[src/design/bisl_pkg.sv]
// package: register map, field positions, reset values and carrier types for the status block
// Functional notes
// - bit 4 mirrors remote irq, equals bit 6
// - bit 3 set after excepted master transfer
// - exception cause shown in bits 11 to 8
// - reading exception bits clears bit 3
// - bit 2 sets on dma terminal count
// - clearing its enable or reset clears bit 2
// - bit 1 sets on winning bus arbitration
// - clearing its enable or reset clears bit 1
// - bit 0 high while signal fifo non-empty
// - bit 7 is OR of bits 6 to 0
`default_nettype none
package bisl_pkg;
    // register byte offsets on the apb
    localparam logic [7:0] STATUS_OFS  = 8'h00; // board status, read only
    localparam logic [7:0] CONTROL_OFS = 8'h04; // irq enables, read/write
    localparam logic [7:0] EXC_OFS     = 8'h08; // exception detail, read clears flag
    localparam logic [7:0] ISTAT_OFS   = 8'h0c; // sticky events, read clears
    localparam logic [7:0] IMASK_OFS   = 8'h10; // mask for irq output
    // status field positions
    localparam int SUMMARY_BIT    = 7;
    localparam int REMOTE_HI_BIT  = 6;
    localparam int REMOTE_LO_BIT  = 4;
    localparam int EXC_FLAG_BIT   = 3;
    localparam int TC_FLAG_BIT    = 2;
    localparam int WON_FLAG_BIT   = 1;
    localparam int FIFO_BIT       = 0;
    localparam int EXC_LSB        = 8;  // detail sits in bits 11:8
    localparam int EXC_W          = 4;
    // control field positions (enables)
    localparam int TC_EN_BIT      = 2;
    localparam int WON_EN_BIT     = 1;
    // reset values
    localparam logic [7:0] CONTROL_RST = 8'h00;
    localparam logic [4:0] IMASK_RST   = 5'h00;
    // interrupt event layout (istat/imask bits)
    localparam int EV_W = 5;
    // hardware events toward the status block
    typedef struct packed {
        logic             remote_irq;     // live remote interrupt line
        logic             master_done;    // pulse: master transfer finished
        logic             master_exc;     // with master_done: it failed
        logic [EXC_W-1:0] exc_cause;      // with master_done: cause code
        logic             dma_tc;         // pulse: last dma transfer done
        logic             arb_won;        // pulse: arbitration won
        logic             fifo_not_empty; // level from signal fifo
    } bisl_hw_t;
endpackage
`default_nettype wire

[src/design/bisl_top.sv]
// top: apb slave, live status bits, event interrupt with mask
//
// Decided for this implementation: the APB register port and the placing of the registers.
`default_nettype none
module bisl_top (
    input  wire logic               pclk,      // apb clock, 200 MHz
    input  wire logic               presetn,   // async reset, low
    input  wire logic               psel,      // apb select
    input  wire logic               penable,   // apb access phase
    input  wire logic               pwrite,    // apb direction
    input  wire logic [7:0]         paddr,     // apb byte address
    input  wire logic [31:0]        pwdata,    // apb write data
    output logic [31:0]             prdata,    // apb read data
    output logic                    pready,    // apb ready
    output logic                    pslverr,   // apb error
    input  wire bisl_pkg::bisl_hw_t hw,        // hardware events
    output logic                    irq        // level interrupt
);
    localparam int EW = bisl_pkg::EXC_W;

    typedef struct packed {
        logic [31:0] rdata;
        logic        ready;
        logic        err;
        logic        irq;
        logic [7:0]  ctrl;
        logic [4:0]  istat;
        logic [4:0]  imask;
        logic        remote;   // registered remote line
        logic        fifo;     // registered fifo level
    } bisl_top_t;
    bisl_top_t s_q, s_d; // whole state

    logic          exc_flag;  // from flag core
    logic [EW-1:0] exc_cause; // from flag core
    logic          tc_flag;   // from flag core
    logic          won_flag;  // from flag core
    logic          exc_rd;    // detail read pulse
    logic          setup;     // apb setup cycle seen
    logic [7:0]    status;    // assembled status byte
    logic [4:0]    events;    // event levels for istat

    // flag core; enables come straight from the control register
    bisl_flags #(.EXC_W(EW)) u_flags (
        .pclk      (pclk),
        .presetn   (presetn),
        .hw        (hw),
        .tc_en     (s_q.ctrl[bisl_pkg::TC_EN_BIT]),
        .won_en    (s_q.ctrl[bisl_pkg::WON_EN_BIT]),
        .exc_rd    (exc_rd),
        .exc_flag  (exc_flag),
        .exc_cause (exc_cause),
        .tc_flag   (tc_flag),
        .won_flag  (won_flag)
    );

    // no wait state: answer is given in the first access cycle, so
    // the side effects fire in setup and land once
    assign setup  = psel && !penable;
    assign exc_rd = setup && !pwrite && (paddr == bisl_pkg::EXC_OFS);

    // status byte; reading it changes nothing
    always_comb begin
        status = 8'h00;
        status[bisl_pkg::REMOTE_HI_BIT] = s_q.remote;
        status[bisl_pkg::REMOTE_LO_BIT] = s_q.remote;  // same as bit 6
        status[bisl_pkg::EXC_FLAG_BIT]  = exc_flag;
        status[bisl_pkg::TC_FLAG_BIT]   = tc_flag;
        status[bisl_pkg::WON_FLAG_BIT]  = won_flag;
        status[bisl_pkg::FIFO_BIT]      = s_q.fifo;
        status[bisl_pkg::SUMMARY_BIT]   = |status[6:0];
    end

    // event register follows source levels, so a source still high sets
    // its bit again in the same cycle that a read clears it, and the bit stays set
    assign events = {s_q.remote, exc_flag, tc_flag, won_flag, s_q.fifo};

    // bus, event and interrupt next state
    always_comb begin
        s_d        = s_q;
        s_d.remote = hw.remote_irq;
        s_d.fifo   = hw.fifo_not_empty;
        s_d.ready  = setup;
        s_d.err    = 1'b0;
        s_d.rdata  = 32'h0000_0000;
        if (setup) begin
            unique case (paddr)
                bisl_pkg::STATUS_OFS: s_d.rdata[7:0] = status;
                bisl_pkg::CONTROL_OFS: begin
                    s_d.rdata[7:0] = s_q.ctrl;
                    if (pwrite) begin
                        s_d.ctrl = pwdata[7:0]; // clearing an enable clears flag
                    end
                end
                bisl_pkg::EXC_OFS: begin
                    // cause and flag; the read drops the flag
                    s_d.rdata[bisl_pkg::EXC_LSB +: EW]   = exc_cause;
                    s_d.rdata[bisl_pkg::EXC_FLAG_BIT]     = exc_flag;
                end
                bisl_pkg::ISTAT_OFS: s_d.rdata[4:0] = s_q.istat;
                bisl_pkg::IMASK_OFS: begin
                    s_d.rdata[4:0] = s_q.imask;
                    if (pwrite) begin
                        s_d.imask = pwdata[4:0];
                    end
                end
                default: s_d.err = 1'b1; // unmapped address
            endcase
        end
        // read clears istat; a new event in the same cycle wins
        if (setup && !pwrite && paddr == bisl_pkg::ISTAT_OFS) begin
            s_d.istat = 5'h00;
        end
        s_d.istat = s_d.istat | events;
        s_d.irq   = |(s_d.istat & s_d.imask);
    end

    // registers
    always_ff @(posedge pclk or negedge presetn) begin
        if (!presetn) begin
            s_q       <= '0;
            s_q.ctrl  <= bisl_pkg::CONTROL_RST;
            s_q.imask <= bisl_pkg::IMASK_RST;
        end else begin
            s_q <= s_d;
        end
    end

    assign prdata  = s_q.rdata;
    assign pready  = s_q.ready;
    assign pslverr = s_q.err;
    assign irq     = s_q.irq;
endmodule
`default_nettype wire

[src/design/bisl_flags.sv]
// flag core: sticky status bits and their set/clear logic
`default_nettype none
module bisl_flags #(
    parameter int EXC_W = 4
) (
    input  wire logic             pclk,        // clock
    input  wire logic             presetn,     // async reset, low
    input  wire bisl_pkg::bisl_hw_t hw,        // hardware events
    input  wire logic             tc_en,       // terminal count enable
    input  wire logic             won_en,      // bus won enable
    input  wire logic             exc_rd,      // pulse: detail register read
    output logic                  exc_flag,    // master exception flag
    output logic [EXC_W-1:0]      exc_cause,   // latched cause
    output logic                  tc_flag,     // terminal count flag
    output logic                  won_flag     // bus won flag
);
    typedef struct packed {
        logic             exc;
        logic [EXC_W-1:0] cause;
        logic             tc;
        logic             won;
    } bisl_fl_t;
    bisl_fl_t s_q, s_d; // whole state

    // next state; a finished transfer wins over a detail-read clear, a cleared enable wins over a set
    always_comb begin
        s_d = s_q;
        if (exc_rd) begin
            s_d.exc = 1'b0;
        end
        if (hw.master_done) begin
            s_d.exc   = hw.master_exc; // last transfer decides
            s_d.cause = hw.exc_cause;
        end
        if (!tc_en) begin
            s_d.tc = 1'b0;
        end else if (hw.dma_tc) begin
            s_d.tc = 1'b1;
        end
        if (!won_en) begin
            s_d.won = 1'b0;
        end else if (hw.arb_won) begin
            s_d.won = 1'b1;
        end
    end

    // registers; hard reset clears every flag
    always_ff @(posedge pclk or negedge presetn) begin
        if (!presetn) begin
            s_q <= '0;
        end else begin
            s_q <= s_d;
        end
    end

    assign exc_flag  = s_q.exc;
    assign exc_cause = s_q.cause;
    assign tc_flag   = s_q.tc;
    assign won_flag  = s_q.won;
endmodule
`default_nettype wire

[config.mk]
export PLATFORM = sky130hd
export DESIGN_NAME = bisl_top
export DESIGN_NICKNAME = d
export VERILOG_FILES = /design/src/design/bisl_pkg.sv /design/src/design/bisl_top.sv /design/src/design/bisl_flags.sv
export SDC_FILE = /design/constraint.sdc
export NUM_CORES = 1
export LEC_CHECK = 0
export BUFFER_PORTS_ARGS = -buffer_cell sky130_fd_sc_hd__buf_2
export CAP_MARGIN = 40
export CORE_MARGIN = 2
export CORE_UTILIZATION = 50
export DETAILED_ROUTE_END_ITERATION = 10
export GPL_TIMING_DRIVEN = 1
export PLACE_DENSITY = 0.84
export SLEW_MARGIN = 20
export SYNTH_ARGS = -nofsm -noshare
export SYNTH_HDL_FRONTEND = slang
export SYNTH_HIERARCHICAL = 1
export SYNTH_SLANG_ARGS = --single-unit
[constraint.sdc]
create_clock -name pclk -period 2.2 [get_ports pclk]
set_input_delay 0.33 -clock pclk [delete_from_list [all_inputs] [get_ports pclk]]
set_output_delay 0.33 -clock pclk [all_outputs]
set_load 0.1 [all_outputs]
==> results of run 1 <==
flip-flops by register name (all words and copies together), names as in the netlist:
register / flops
pready: 1
s_q: 18
u_flags/tc_flag: 1
u_flags/exc_cause: 4
irq: 1
u_flags/exc_flag: 1
u_flags/won_flag: 1
pslverr: 1
events: 2
prdata: 12
layout make-up:
type	instances	area, µm²
Timing Repair Buffer	50	278
Sequential cell	42	1050
Multi-Input combinational cell	98	758
Inverter	1	3.75
Clock buffer	6	72.6
Tap cell	50	62.6
Clock inverter	2	13.8
Fill cell	330	1700
cell usage after synthesis, types with 2 or more instances:
cell                       instances  share of area
sky130_fd_sc_hd__dfrtp_1          42           0.52
sky130_fd_sc_hd__clkbuf_1          2         0.0037
sky130_fd_sc_hd__nor3_1            2         0.0049
sky130_fd_sc_hd__a21oi_1           5          0.012
sky130_fd_sc_hd__buf_4            32           0.12
sky130_fd_sc_hd__a22oi_1           2         0.0074
sky130_fd_sc_hd__nor4_4            2          0.021
sky130_fd_sc_hd__buf_6             3          0.017
sky130_fd_sc_hd__a21o_1            5          0.019
sky130_fd_sc_hd__and2_1            7          0.022
sky130_fd_sc_hd__a22o_1            2         0.0087
sky130_fd_sc_hd__mux2_2           10          0.056
sky130_fd_sc_hd__nor2_1            3         0.0056
sky130_fd_sc_hd__mux2_4            8          0.059
sky130_fd_sc_hd__o21a_1            2         0.0074
sky130_fd_sc_hd__nand2_1           8          0.015
sky130_fd_sc_hd__a222oi_1          4          0.020
cell families (layout without fill, tap and decap cells):
family	count (synthesis)	after routing	share of synthesized area
DFF	42	42	0.519
buffers and inverters	38	59	0.141
and+or+nand+nor	34	34	0.126
AOI/OAI and AO/OA	26	26	0.0965
muxes	18	18	0.115
other	1	20	0.00185
critical path: stages:
cell and delay (ps):
sky130_fd_sc_hd__buf_2 120, sky130_fd_sc_hd__nor4_4 310, sky130_fd_sc_hd__nand4_2 220, sky130_fd_sc_hd__mux2_2 340
sky130_fd_sc_hd__a22o_1 220, sky130_fd_sc_hd__a211o_1 270
per-stage QoR:
stage / area, µm² / util / power, µW / setup WS, ps / cells
final: 2240 / 0.568 / 1560 / 563 / 249
after global routing: 2240 / 0.568 / 1640 / 489 / 249
after CTS: 2240 / 0.568 / 1580 / 551 / 249
after detailed placement: 2140 / 0.544 / 1100 / 245 / 240
after global placement: 2120 / 0.539 / 1090 / 245 / 239
after floorplan: 2090 / - / 1060 / 453 / 178
routing by layer:
metal | vias to the layer above | share of wire
li1 | 591 | -
met1 | 585 | 0.43
met2 | 61 | 0.46
met3 | 11 | 0.075
met4 | 0 | 0.029
met5 | - | 0
cells in the final DEF (no fill, tap or decap), drive strengths merged:
cell type,n
buf,49
dfrtp,42
conb,20
mux2,18
nand2,8
and2,7
clkbuf,6
a21oi,5
a21o,5
a222oi,4
nor2,3
nor4,3
a22o,3
nor3,2
a22oi,2
o21a,2
o21ai,2
and3,2
a211o,2
nand3,2
nand4,2
clkinv,2
nand2b,1
inv,1
or4,1
and3b,1
nor4b,1
a31oi,1
nor4bb,1
dlygate4sd3,1
power groups by stage:
stage	clock (µW)	sequential, µW	combinational [µW]
final	474	809	276
after global routing	532	813	292
after CTS	490	809	278
after detailed placement	0	824	276
after global placement	0	823	269
after floorplan	0	841	217
worst paths after layout:
kind,startpoint,to,slack [ps],cells past startpoint
worst max-delay path,paddr[1],irq$_DFF_PN0_,560,6
worst min-delay path,hw[9],events[4]$_DFF_PN0_,140,1
worst max register to register,u_flags/tc_flag$_DFFE_PN0P_,prdata[7]$_DFF_PN0_,880,3
worst min register to register,u_flags/exc_cause[0]$_DFFE_PN0P_,prdata[8]$_DFF_PN0_,480,1
max in group asynchronous,presetn,s_q[9]$_DFF_PN0_,1240,3
min in group asynchronous,presetn,prdata[3]$_DFF_PN0_,500,2
==> qor.yml, run 1 <==
sta:
  rsz_0062_raised_after_global_routing: "false"
  setup_viol: 0
  count_of_endpoints_failing_hold_in_the_final_timing_report: 0
  setup_tns_ps: 0
  holdWs_ps: 137
  post-route-min-period_ps: 1640
  post_route_fraction_of_the_period_consumed_by_the_critical_path: 0.744
  drv_slew: 0
  finClkSkew_ps: 7.55
  fmaxAchievable_ghz: 0.611
detailed_routing:
  drc_errors: 0
  vias_per_cell: 5.01
  first_pass_iters: 5
  drtAntennaViolNets: 0
  detail_route.wl_per_cell_um: 13.8
  via_count: 1248
  drt_iter0_drc: 44
  postRouteWirelength_um: 3430
min_path:
  worstHoldPathType: "in -> reg"
placed_design:
  dp_hpwl_um: 2690
  finalWeightedCongestion: 0.839
  port-buffer-count: 45
final_layout:
  syn2layout_area_growth_pct: 10.7
  layout-drive-gt1-share: 0.417
  antenna-diode-count: 0
  nets: 253
floorplanning:
  die_h_um: 67.6
  placeableCoreArea_mm2: 0.00394
  die_width_um: 67.6
  die-area_mm2: 0.00457
  initial_utilization: 0.513
  boundaryPins: 90
  floorplan.rows: 23
grt:
  grt_first_pass_wirelength_um: 5730
  global_route.overflow_total: 0
  number_of_antenna_violations_at_the_first_check_in_global_routing: 0
  grt_use_total: 0.176
  grt_start_max_net_pins: 27
  first_global_vias: 1195
  grtUsageMet1: 0.243
  gr-usage-met2: 0.249
  routing_layer_with_the_top_usage_in_global_route: "met2"
  met3_usage: 0.0467
power_and_ir_drop:
  p_switching_uw: 488
  cellPowerDensity_mw_per_mm2: 696
  p_leak_uw: 0.00117
  power_report.internal_total_uw: 1070
  share_comb_of_total_power: 0.177
  vdd_drop_max_mv: 0.450
  power_frac_seq: 0.519
  power.share.clock: 0.304
  p_sw_frac: 0.313
clock_network:
  cts-resized-gates: 0
  clock_path_buffers: 2
  tritoncts_clock_tree: "done"
  hold_buffers: 1
  clockRootBuffer: "sky130_fd_sc_hd__clkbuf_8"
  cts_made_buffers: 5
  clk_pin_slew_worst_paths_ps: 70
  cts-htree-levels: 2
  worst_skew_pair.late_latency_ps: 300
  cts.repair_timing.setup_buffer_count: 0
  clock_sink_count: 42
synthesis:
  syn-cell-area_mm2: 0.00202
  post_synth_inst_count: 159
  synth_edf_count: 0
  yosysWarningCount: 6
  seq_area_frac_synth: 0.519
  yosys.cell_types.count: 37
  syn_avg_cell_area_um2: 12.7
  asyncSetResetFlopFracSynth: 1.00
  number_of_synthesized_register_bits: 42
  synth_ff_type: "sky130_fd_sc_hd__dfrtp_1"
worst_setup_path:
  crit_path_end_kind: "flop"
  crit_path_start_kind: "input pin"
  worst_ep_required_time_ps: 2380
  worstPathArrival_ps: 1820
  worst-setup-path-type: "in -> reg"
  timing.critical_path.fanout_max: 5
run_status:
  status: "finished clean"
job:
  cap_viol_max_count: 0
Power figures use the tool's default switching activity.
==> run 2: changes to the inputs <==
CORE_UTILIZATION = 47   (was 50)
PLACE_DENSITY = 0.8   (was 0.84)
clock period = 1.65 ns   (was 2.2 ns; I/O delays follow)
==> run 2 against run 1 <==
- clock skew is 5.4 ps higher
- power is 43% higher
- cell count is 2.0% higher
- combinational power is 36% higher
- worst hold slack worse by 80 ps
- clock power is 63% higher
==> qor.yml, run 2 (synthesis gave the netlist of run 1 again) <==
run_status:
  status: "finished clean"
worst_setup_path:
  timing.critical_path.cells: "buf_2, nor4b_4, nand4_2, mux2_2, a22o_1, a211o_1"
  worst_ep_required_time_ps: 1830  # -550 ps
  timing.critical_path.fanout_max: 5  # unchanged
  r2r_end: "prdata[7]$_DFF_PN0_"
  setup.reg_to_reg.worst_slack_ps: 320  # -560 ps
  r2r_start: "u_flags/tc_flag$_DFFE_PN0P_"
  critical-path-max-stage-delay_ps: 340  # about the same
  worst-setup-path-type: "in -> reg"
  crit_path_end_kind: "flop"
  crit_path_top_delay_cell: "sky130_fd_sc_hd__mux2_2"
  crit_path_start_kind: "input pin"
  worstPathArrival_ps: 1750  # -70 ps
  worst-r2r-cell-count: 3  # unchanged
placed_design:
  port-buffer-count: 45  # unchanged
  dp_hpwl_um: 2730  # +1.5%
  finalWeightedCongestion: 0.815  # -2.8%
  preCtsSetupSlack_ps: -240  # -485 ps
power_and_ir_drop:
  cellPowerDensity_mw_per_mm2: 970  # +39%
  power_frac_seq: 0.485  # -0.034
  p_leak_uw: 0.00120  # +2.0%
  report.power.total_uw: 2230  # +43%
  vdd_drop_max_mv: 0.419  # -6.9%
  p_sw_frac: 0.286  # -0.0264
  power.share.clock: 0.346  # +0.042
  power_report.internal_total_uw: 1590  # +48%
  p_switching_uw: 638  # +31%
  share_comb_of_total_power: 0.169  # -0.008
clock_network:
  clock_sink_count: 42  # unchanged
  clockRootBuffer: "sky130_fd_sc_hd__clkbuf_8"
  clk_pin_slew_worst_paths_ps: 70  # about the same
  clock_path_buffers: 2  # unchanged
  cts-resized-gates: 0  # unchanged
  worst_skew_pair.late_latency_ps: 300  # about the same
  cts_made_buffers: 5  # unchanged
  cts-htree-levels: 2  # unchanged
  tritoncts_clock_tree: "done"
grt:
  grt_start_max_net_pins: 25  # -7.4%
  grt_first_pass_wirelength_um: 5760  # +0.59%
  first_global_vias: 1247  # +4.4%
  global_route.overflow_total: 0  # unchanged
  grt_use_total: 0.152  # -0.0247
  number_of_antenna_violations_at_the_first_check_in_global_routing: 0  # unchanged
sta:
  finClkSkew_ps: 13.0  # +5.41 ps
  rsz_0062_raised_after_global_routing: "false"
  fmaxAchievable_ghz: 0.635
  post-route-min-period_ps: 1570
  count_of_endpoints_failing_hold_in_the_final_timing_report: 0  # unchanged
  post_route_fraction_of_the_period_consumed_by_the_critical_path: 0.954
  drv_slew: 0  # unchanged
  setup_viol: 0  # unchanged
  setup_slack_ps: 75.3  # -487 ps
final_layout:
  antenna-diode-count: 0  # unchanged
  number_of_flip_flops_under_the_largest_register_name: 18  # unchanged
  layout.filler_cells: 340  # +3.0%
  layout-drive-gt1-share: 0.426  # +0.00939
  mostFrequentLayoutCells: "sky130_fd_sc_hd__buf_2, sky130_fd_sc_hd__dfrtp_1, sky130_fd_sc_hd__conb_1"
  nets: 258  # +2.0%
  final_common_cell: "sky130_fd_sc_hd__buf_2"
  max_flop_register: "s_q"
  syn2layout_area_growth_pct: 13.5
  finalCoreUtilization: 0.566  # -0.00193
detailed_routing:
  drt_iter0_drc: 99  # +130%
  vias_per_cell: 4.93  # -1.7%
  postRouteWirelength_um: 3420  # about the same
  via_count: 1251  # +0.24%
  detail_route.wl_per_cell_um: 13.5  # -2.0%
  drc_errors: 0  # unchanged
  first_pass_iters: 4  # -1
  drtAntennaViolNets: 0  # unchanged
floorplanning:
  initial_utilization: 0.499  # -0.0146
  die_h_um: 69.6  # +3.0%
  die_width_um: 69.6  # +3.0%
  floorplan.rows: 23  # unchanged
  boundaryPins: 90  # unchanged
  die-area_mm2: 0.00485  # +6.0%
  placeableCoreArea_mm2: 0.00406  # +2.9%
min_path:
  cell_count_of_the_worst_hold_path: 1  # unchanged
  worstHoldPathType: "in -> reg"
  holdCritStartpoint: "hw[0]"
  destination_of_the_worst_hold_path: "events[0]$_DFF_PN0_"
job:
  cap_viol_max_count: 0  # unchanged
==> run 2: through the flow <==
stage	std cells	hold WS (ps)	area (µm²)	setup TNS (ps)
after floorplan	178	-48.1	2090	-3.41
after global placement	245	210	2180	-821
after detailed placement	245	210	2180	-1320
after CTS	254	54.7	2300	0
after global routing	254	50.7	2300	0
final	254	57.3	2300	0
==> run 2: worst max path at each step <==
stage	start	end	slack (ps)	depth (start not counted)
CTS	paddr[5]	irq$_DFF_PN0_	60	6
global placement	paddr[5]	irq$_DFF_PN0_	-240	6
finish	paddr[5]	irq$_DFF_PN0_	80	6
global route	paddr[5]	irq$_DFF_PN0_	10	6
detailed placement	paddr[5]	irq$_DFF_PN0_	-240	6
floorplan	paddr[2]	irq$_DFF_PN0_	-3	6
==> run 2: power groups by stage <==
stage	clock network [µW]	logic (µW)	registers (µW)
global placement	0	372	1100
floorplan	0	289	1120
global route	822	396	1080
finish	772	376	1080
detailed placement	0	376	1100
CTS	779	378	1080
==> run 2: cell type report <==
cell class	instances	area, µm²	share of cell area
clock buffers	7	76.3	0.0332
clock inverters	1	30.0	0.0131
inverters	1	3.75	0.00163
multi-input cells	98	758	0.330
flip-flops and latches	42	1050	0.458
well taps	50	62.6	0.0272
repair buffers	55	315	0.137
==> run 2: routing by layer <==
layer	wire, µm	GRT usage
met5	0	0
met4	69	0.0684
met3	307	0.0436
met2	1600	0.237
met1	1450	0.196
==> run 2: critical path: cells and delay by family <==
family | cells | cell delay, ps
compound gates | 2 | 480
mux | 1 | 340
buf+inv | 1 | 130
simple gates | 2 | 550
==> run 2: repair_timing <==
action | CTS | global route
hold buffers | 1 | 0
setup buffers | 0 | 0
hold endpoints to repair | 18 | 0
==> run 3: changes to the inputs <==
CORE_UTILIZATION = 34   (was 47)
PLACE_DENSITY = default   (was 0.8)
SLEW_MARGIN = default   (was 20)
==> run 3 against run 2 <==
- sequential power barely moved
- global-route usage fell by 3.1 points
- setup slack improved by 22 ps
- worst hold slack got worse by 3.9 ps
- non-clock buffer count rose by 2
==> qor.yml, run 3 (synthesis gave the netlist of run 1 again) <==
run_status:
  status: "finished clean"
power_and_ir_drop:
  p_leak_uw: 0.00123  # +2.4%
  vdd_drop_max_mv: 0.439  # +4.8%
  cellPowerDensity_mw_per_mm2: 1020  # +5.4%
final_layout:
  final_common_cell: "sky130_fd_sc_hd__buf_2"
  max_flop_register: "s_q"
  syn2layout_area_growth_pct: 18.1
  mostFrequentLayoutCells: "sky130_fd_sc_hd__buf_2, sky130_fd_sc_hd__dfrtp_1, sky130_fd_sc_hd__conb_1"
  layout-drive-gt1-share: 0.442  # +0.0153
  antenna-diode-count: 0  # unchanged
  nets: 260  # +0.78%
  layout.cell_area.non_filler_mm2: 0.00239  # +4.0%
  number_of_flip_flops_under_the_largest_register_name: 18  # unchanged
  final_cell_count_no_fill: 281  # +11%
placed_design:
  placed_cells: 272  # +11%
  port-buffer-count: 45  # unchanged
  detailed_place.area_mm2: 0.00223  # +2.1%
  finalWeightedCongestion: 0.759  # -6.9%
  dp_hpwl_um: 2930  # +7.5%
  preCtsSetupSlack_ps: -252  # -12.5 ps
sta:
  setup_slack_ps: 97.4  # +22.1 ps
  post-route-min-period_ps: 1550  # -22.1 ps
  finClkSkew_ps: 7.06  # -5.89 ps
  rsz_0062_raised_after_global_routing: "false"
  setup_viol: 0  # unchanged
  drv_slew: 0  # unchanged
  count_of_endpoints_failing_hold_in_the_final_timing_report: 0  # unchanged
  fmaxAchievable_ghz: 0.644  # +1.4%
  post_route_fraction_of_the_period_consumed_by_the_critical_path: 0.941  # -0.0134
detailed_routing:
  via_count: 1248  # -0.24%
  drt_iter0_drc: 81  # -18%
  drc_errors: 0  # unchanged
  postRouteWirelength_um: 3640  # +6.3%
  vias_per_cell: 4.44  # -9.8%
  detail_route.wl_per_cell_um: 13.0  # -3.9%
  drtAntennaViolNets: 0  # unchanged
  first_pass_iters: 4  # unchanged
grt:
  grt_start_max_net_pins: 24  # -4.0%
  global_route.overflow_total: 0  # unchanged
  grt_use_total: 0.121  # -0.0310
  number_of_antenna_violations_at_the_first_check_in_global_routing: 0  # unchanged
  first_global_vias: 1189  # -4.7%
  grt_first_pass_wirelength_um: 5910  # +2.5%
worst_setup_path:
  critical-path-max-stage-delay_ps: 380  # +40 ps
  startpoint: "paddr[1]"
  timing.critical_path.fanout_max: 5  # unchanged
  timing.critical_path.cells: "buf_2, nor4_4, nand4_4, mux2_2, a22o_1, a211o_1"
  r2r_start: "u_flags/tc_flag$_DFFE_PN0P_"
  crit_path_start_kind: "input pin"
  crit_path_end_kind: "flop"
  crit_family: "simple AND/OR/NAND/NOR gates"
  worst_ep_required_time_ps: 1830  # about the same
  crit_buf_inv: 1  # unchanged
  worstPathArrival_ps: 1740  # about the same
  crit_path_top_delay_cell: "sky130_fd_sc_hd__nor4_4"
  worst-setup-path-type: "in -> reg"
  setup.reg_to_reg.worst_slack_ps: 330  # about the same
min_path:
  holdCritStartpoint: "hw[0]"
  worstHoldPathType: "in -> reg"
clock_network:
  clk_pin_slew_worst_paths_ps: 80  # about the same
  worst_skew_pair.late_latency_ps: 290  # about the same
  cts.repair_timing.setup_buffer_count: 0  # unchanged
  clock_sink_count: 42  # unchanged
  clock_path_buffers: 2  # unchanged
  clockRootBuffer: "sky130_fd_sc_hd__clkbuf_8"
  cts_made_buffers: 5  # unchanged
  tritoncts_clock_tree: "done"
  cts-htree-levels: 2  # unchanged
floorplanning:
  floorplan.rows: 28  # +22%
  placeableCoreArea_mm2: 0.00585  # +44%
  die_width_um: 81.1  # +17%
  boundaryPins: 90  # unchanged
  initial_utilization: 0.346  # -0.153
  die_h_um: 81.1  # +17%
  die-area_mm2: 0.00658  # +36%
job:
  cap_viol_max_count: 0  # unchanged
[run 3: cell count changes in the layout (fill, tap and decap cells not counted)]
cell                        change
sky130_fd_sc_hd__buf_4          +2
sky130_fd_sc_hd__clkbuf_1       -2
sky130_fd_sc_hd__bufinv_16      +1
sky130_fd_sc_hd__clkbuf_8       +1
sky130_fd_sc_hd__nand4_2        -1
sky130_fd_sc_hd__nand4_4        +1
[run 3: area by class of cell]
cell class | count | area (µm²)
tap | 75 | 93.8
sequential | 42 | 1050
timing repair buffer | 57 | 330
multi-input combinational | 98 | 767
inverter | 1 | 3.75
clock buffer | 6 | 82.6
clock inverter | 2 | 60.1
fill | 560 | 3460
[run 3: timing repair]
item | 4_1_cts | 5_1_grt
endpoints found under the hold margin | 19 | 0
setup endpoints to repair | 0 | 1
hold buffers | 1 | 0
gates resized for setup | 0 | 1
[run 3: final timing paths]
| kind | depth (start not counted) | endpoint |
|---|---|---|
| worst min register to register | 1 | prdata[8]$_DFF_PN0_ |
| worst max-delay path | 6 | irq$_DFF_PN0_ |
| min in group asynchronous | 2 | s_q[14]$_DFFE_PN0P_ |
| worst max register to register | 3 | prdata[7]$_DFF_PN0_ |
| max in group asynchronous | 3 | prdata[8]$_DFF_PN0_ |
| worst min-delay path | 1 | events[0]$_DFF_PN0_ |
[run 3: report_power, final]
part / switching [µW] / internal, µW / total, µW / leakage (µW)
registers: 18.9 / 1060 / 1080 / 0.000552
logic: 301 / 77.0 / 378 / 0.000604
clock network: 338 / 645 / 983 / 0.0000714
[run 3: stage by stage]
step	power, µW	hold WS, ps	TNS [ps]	utilization
floorplan	1410	-48.1	-3.41	-
global placement	1470	218	-997	0.381
detailed placement	1480	219	-1170	0.381
CTS	2460	48.9	0	0.407
global route	2530	49.2	0	0.408
finish	2440	53.3	0	0.408
[run 3: per-layer routing]
layer | GRT usage | vias to the layer above | routed length, µm
met5 | 0 | - | 0
met4 | 0.0559 | 0 | 65
met3 | 0.0267 | 5 | 208
met2 | 0.183 | 47 | 1700
met1 | 0.165 | 598 | 1670
li1 | - | 598 | -
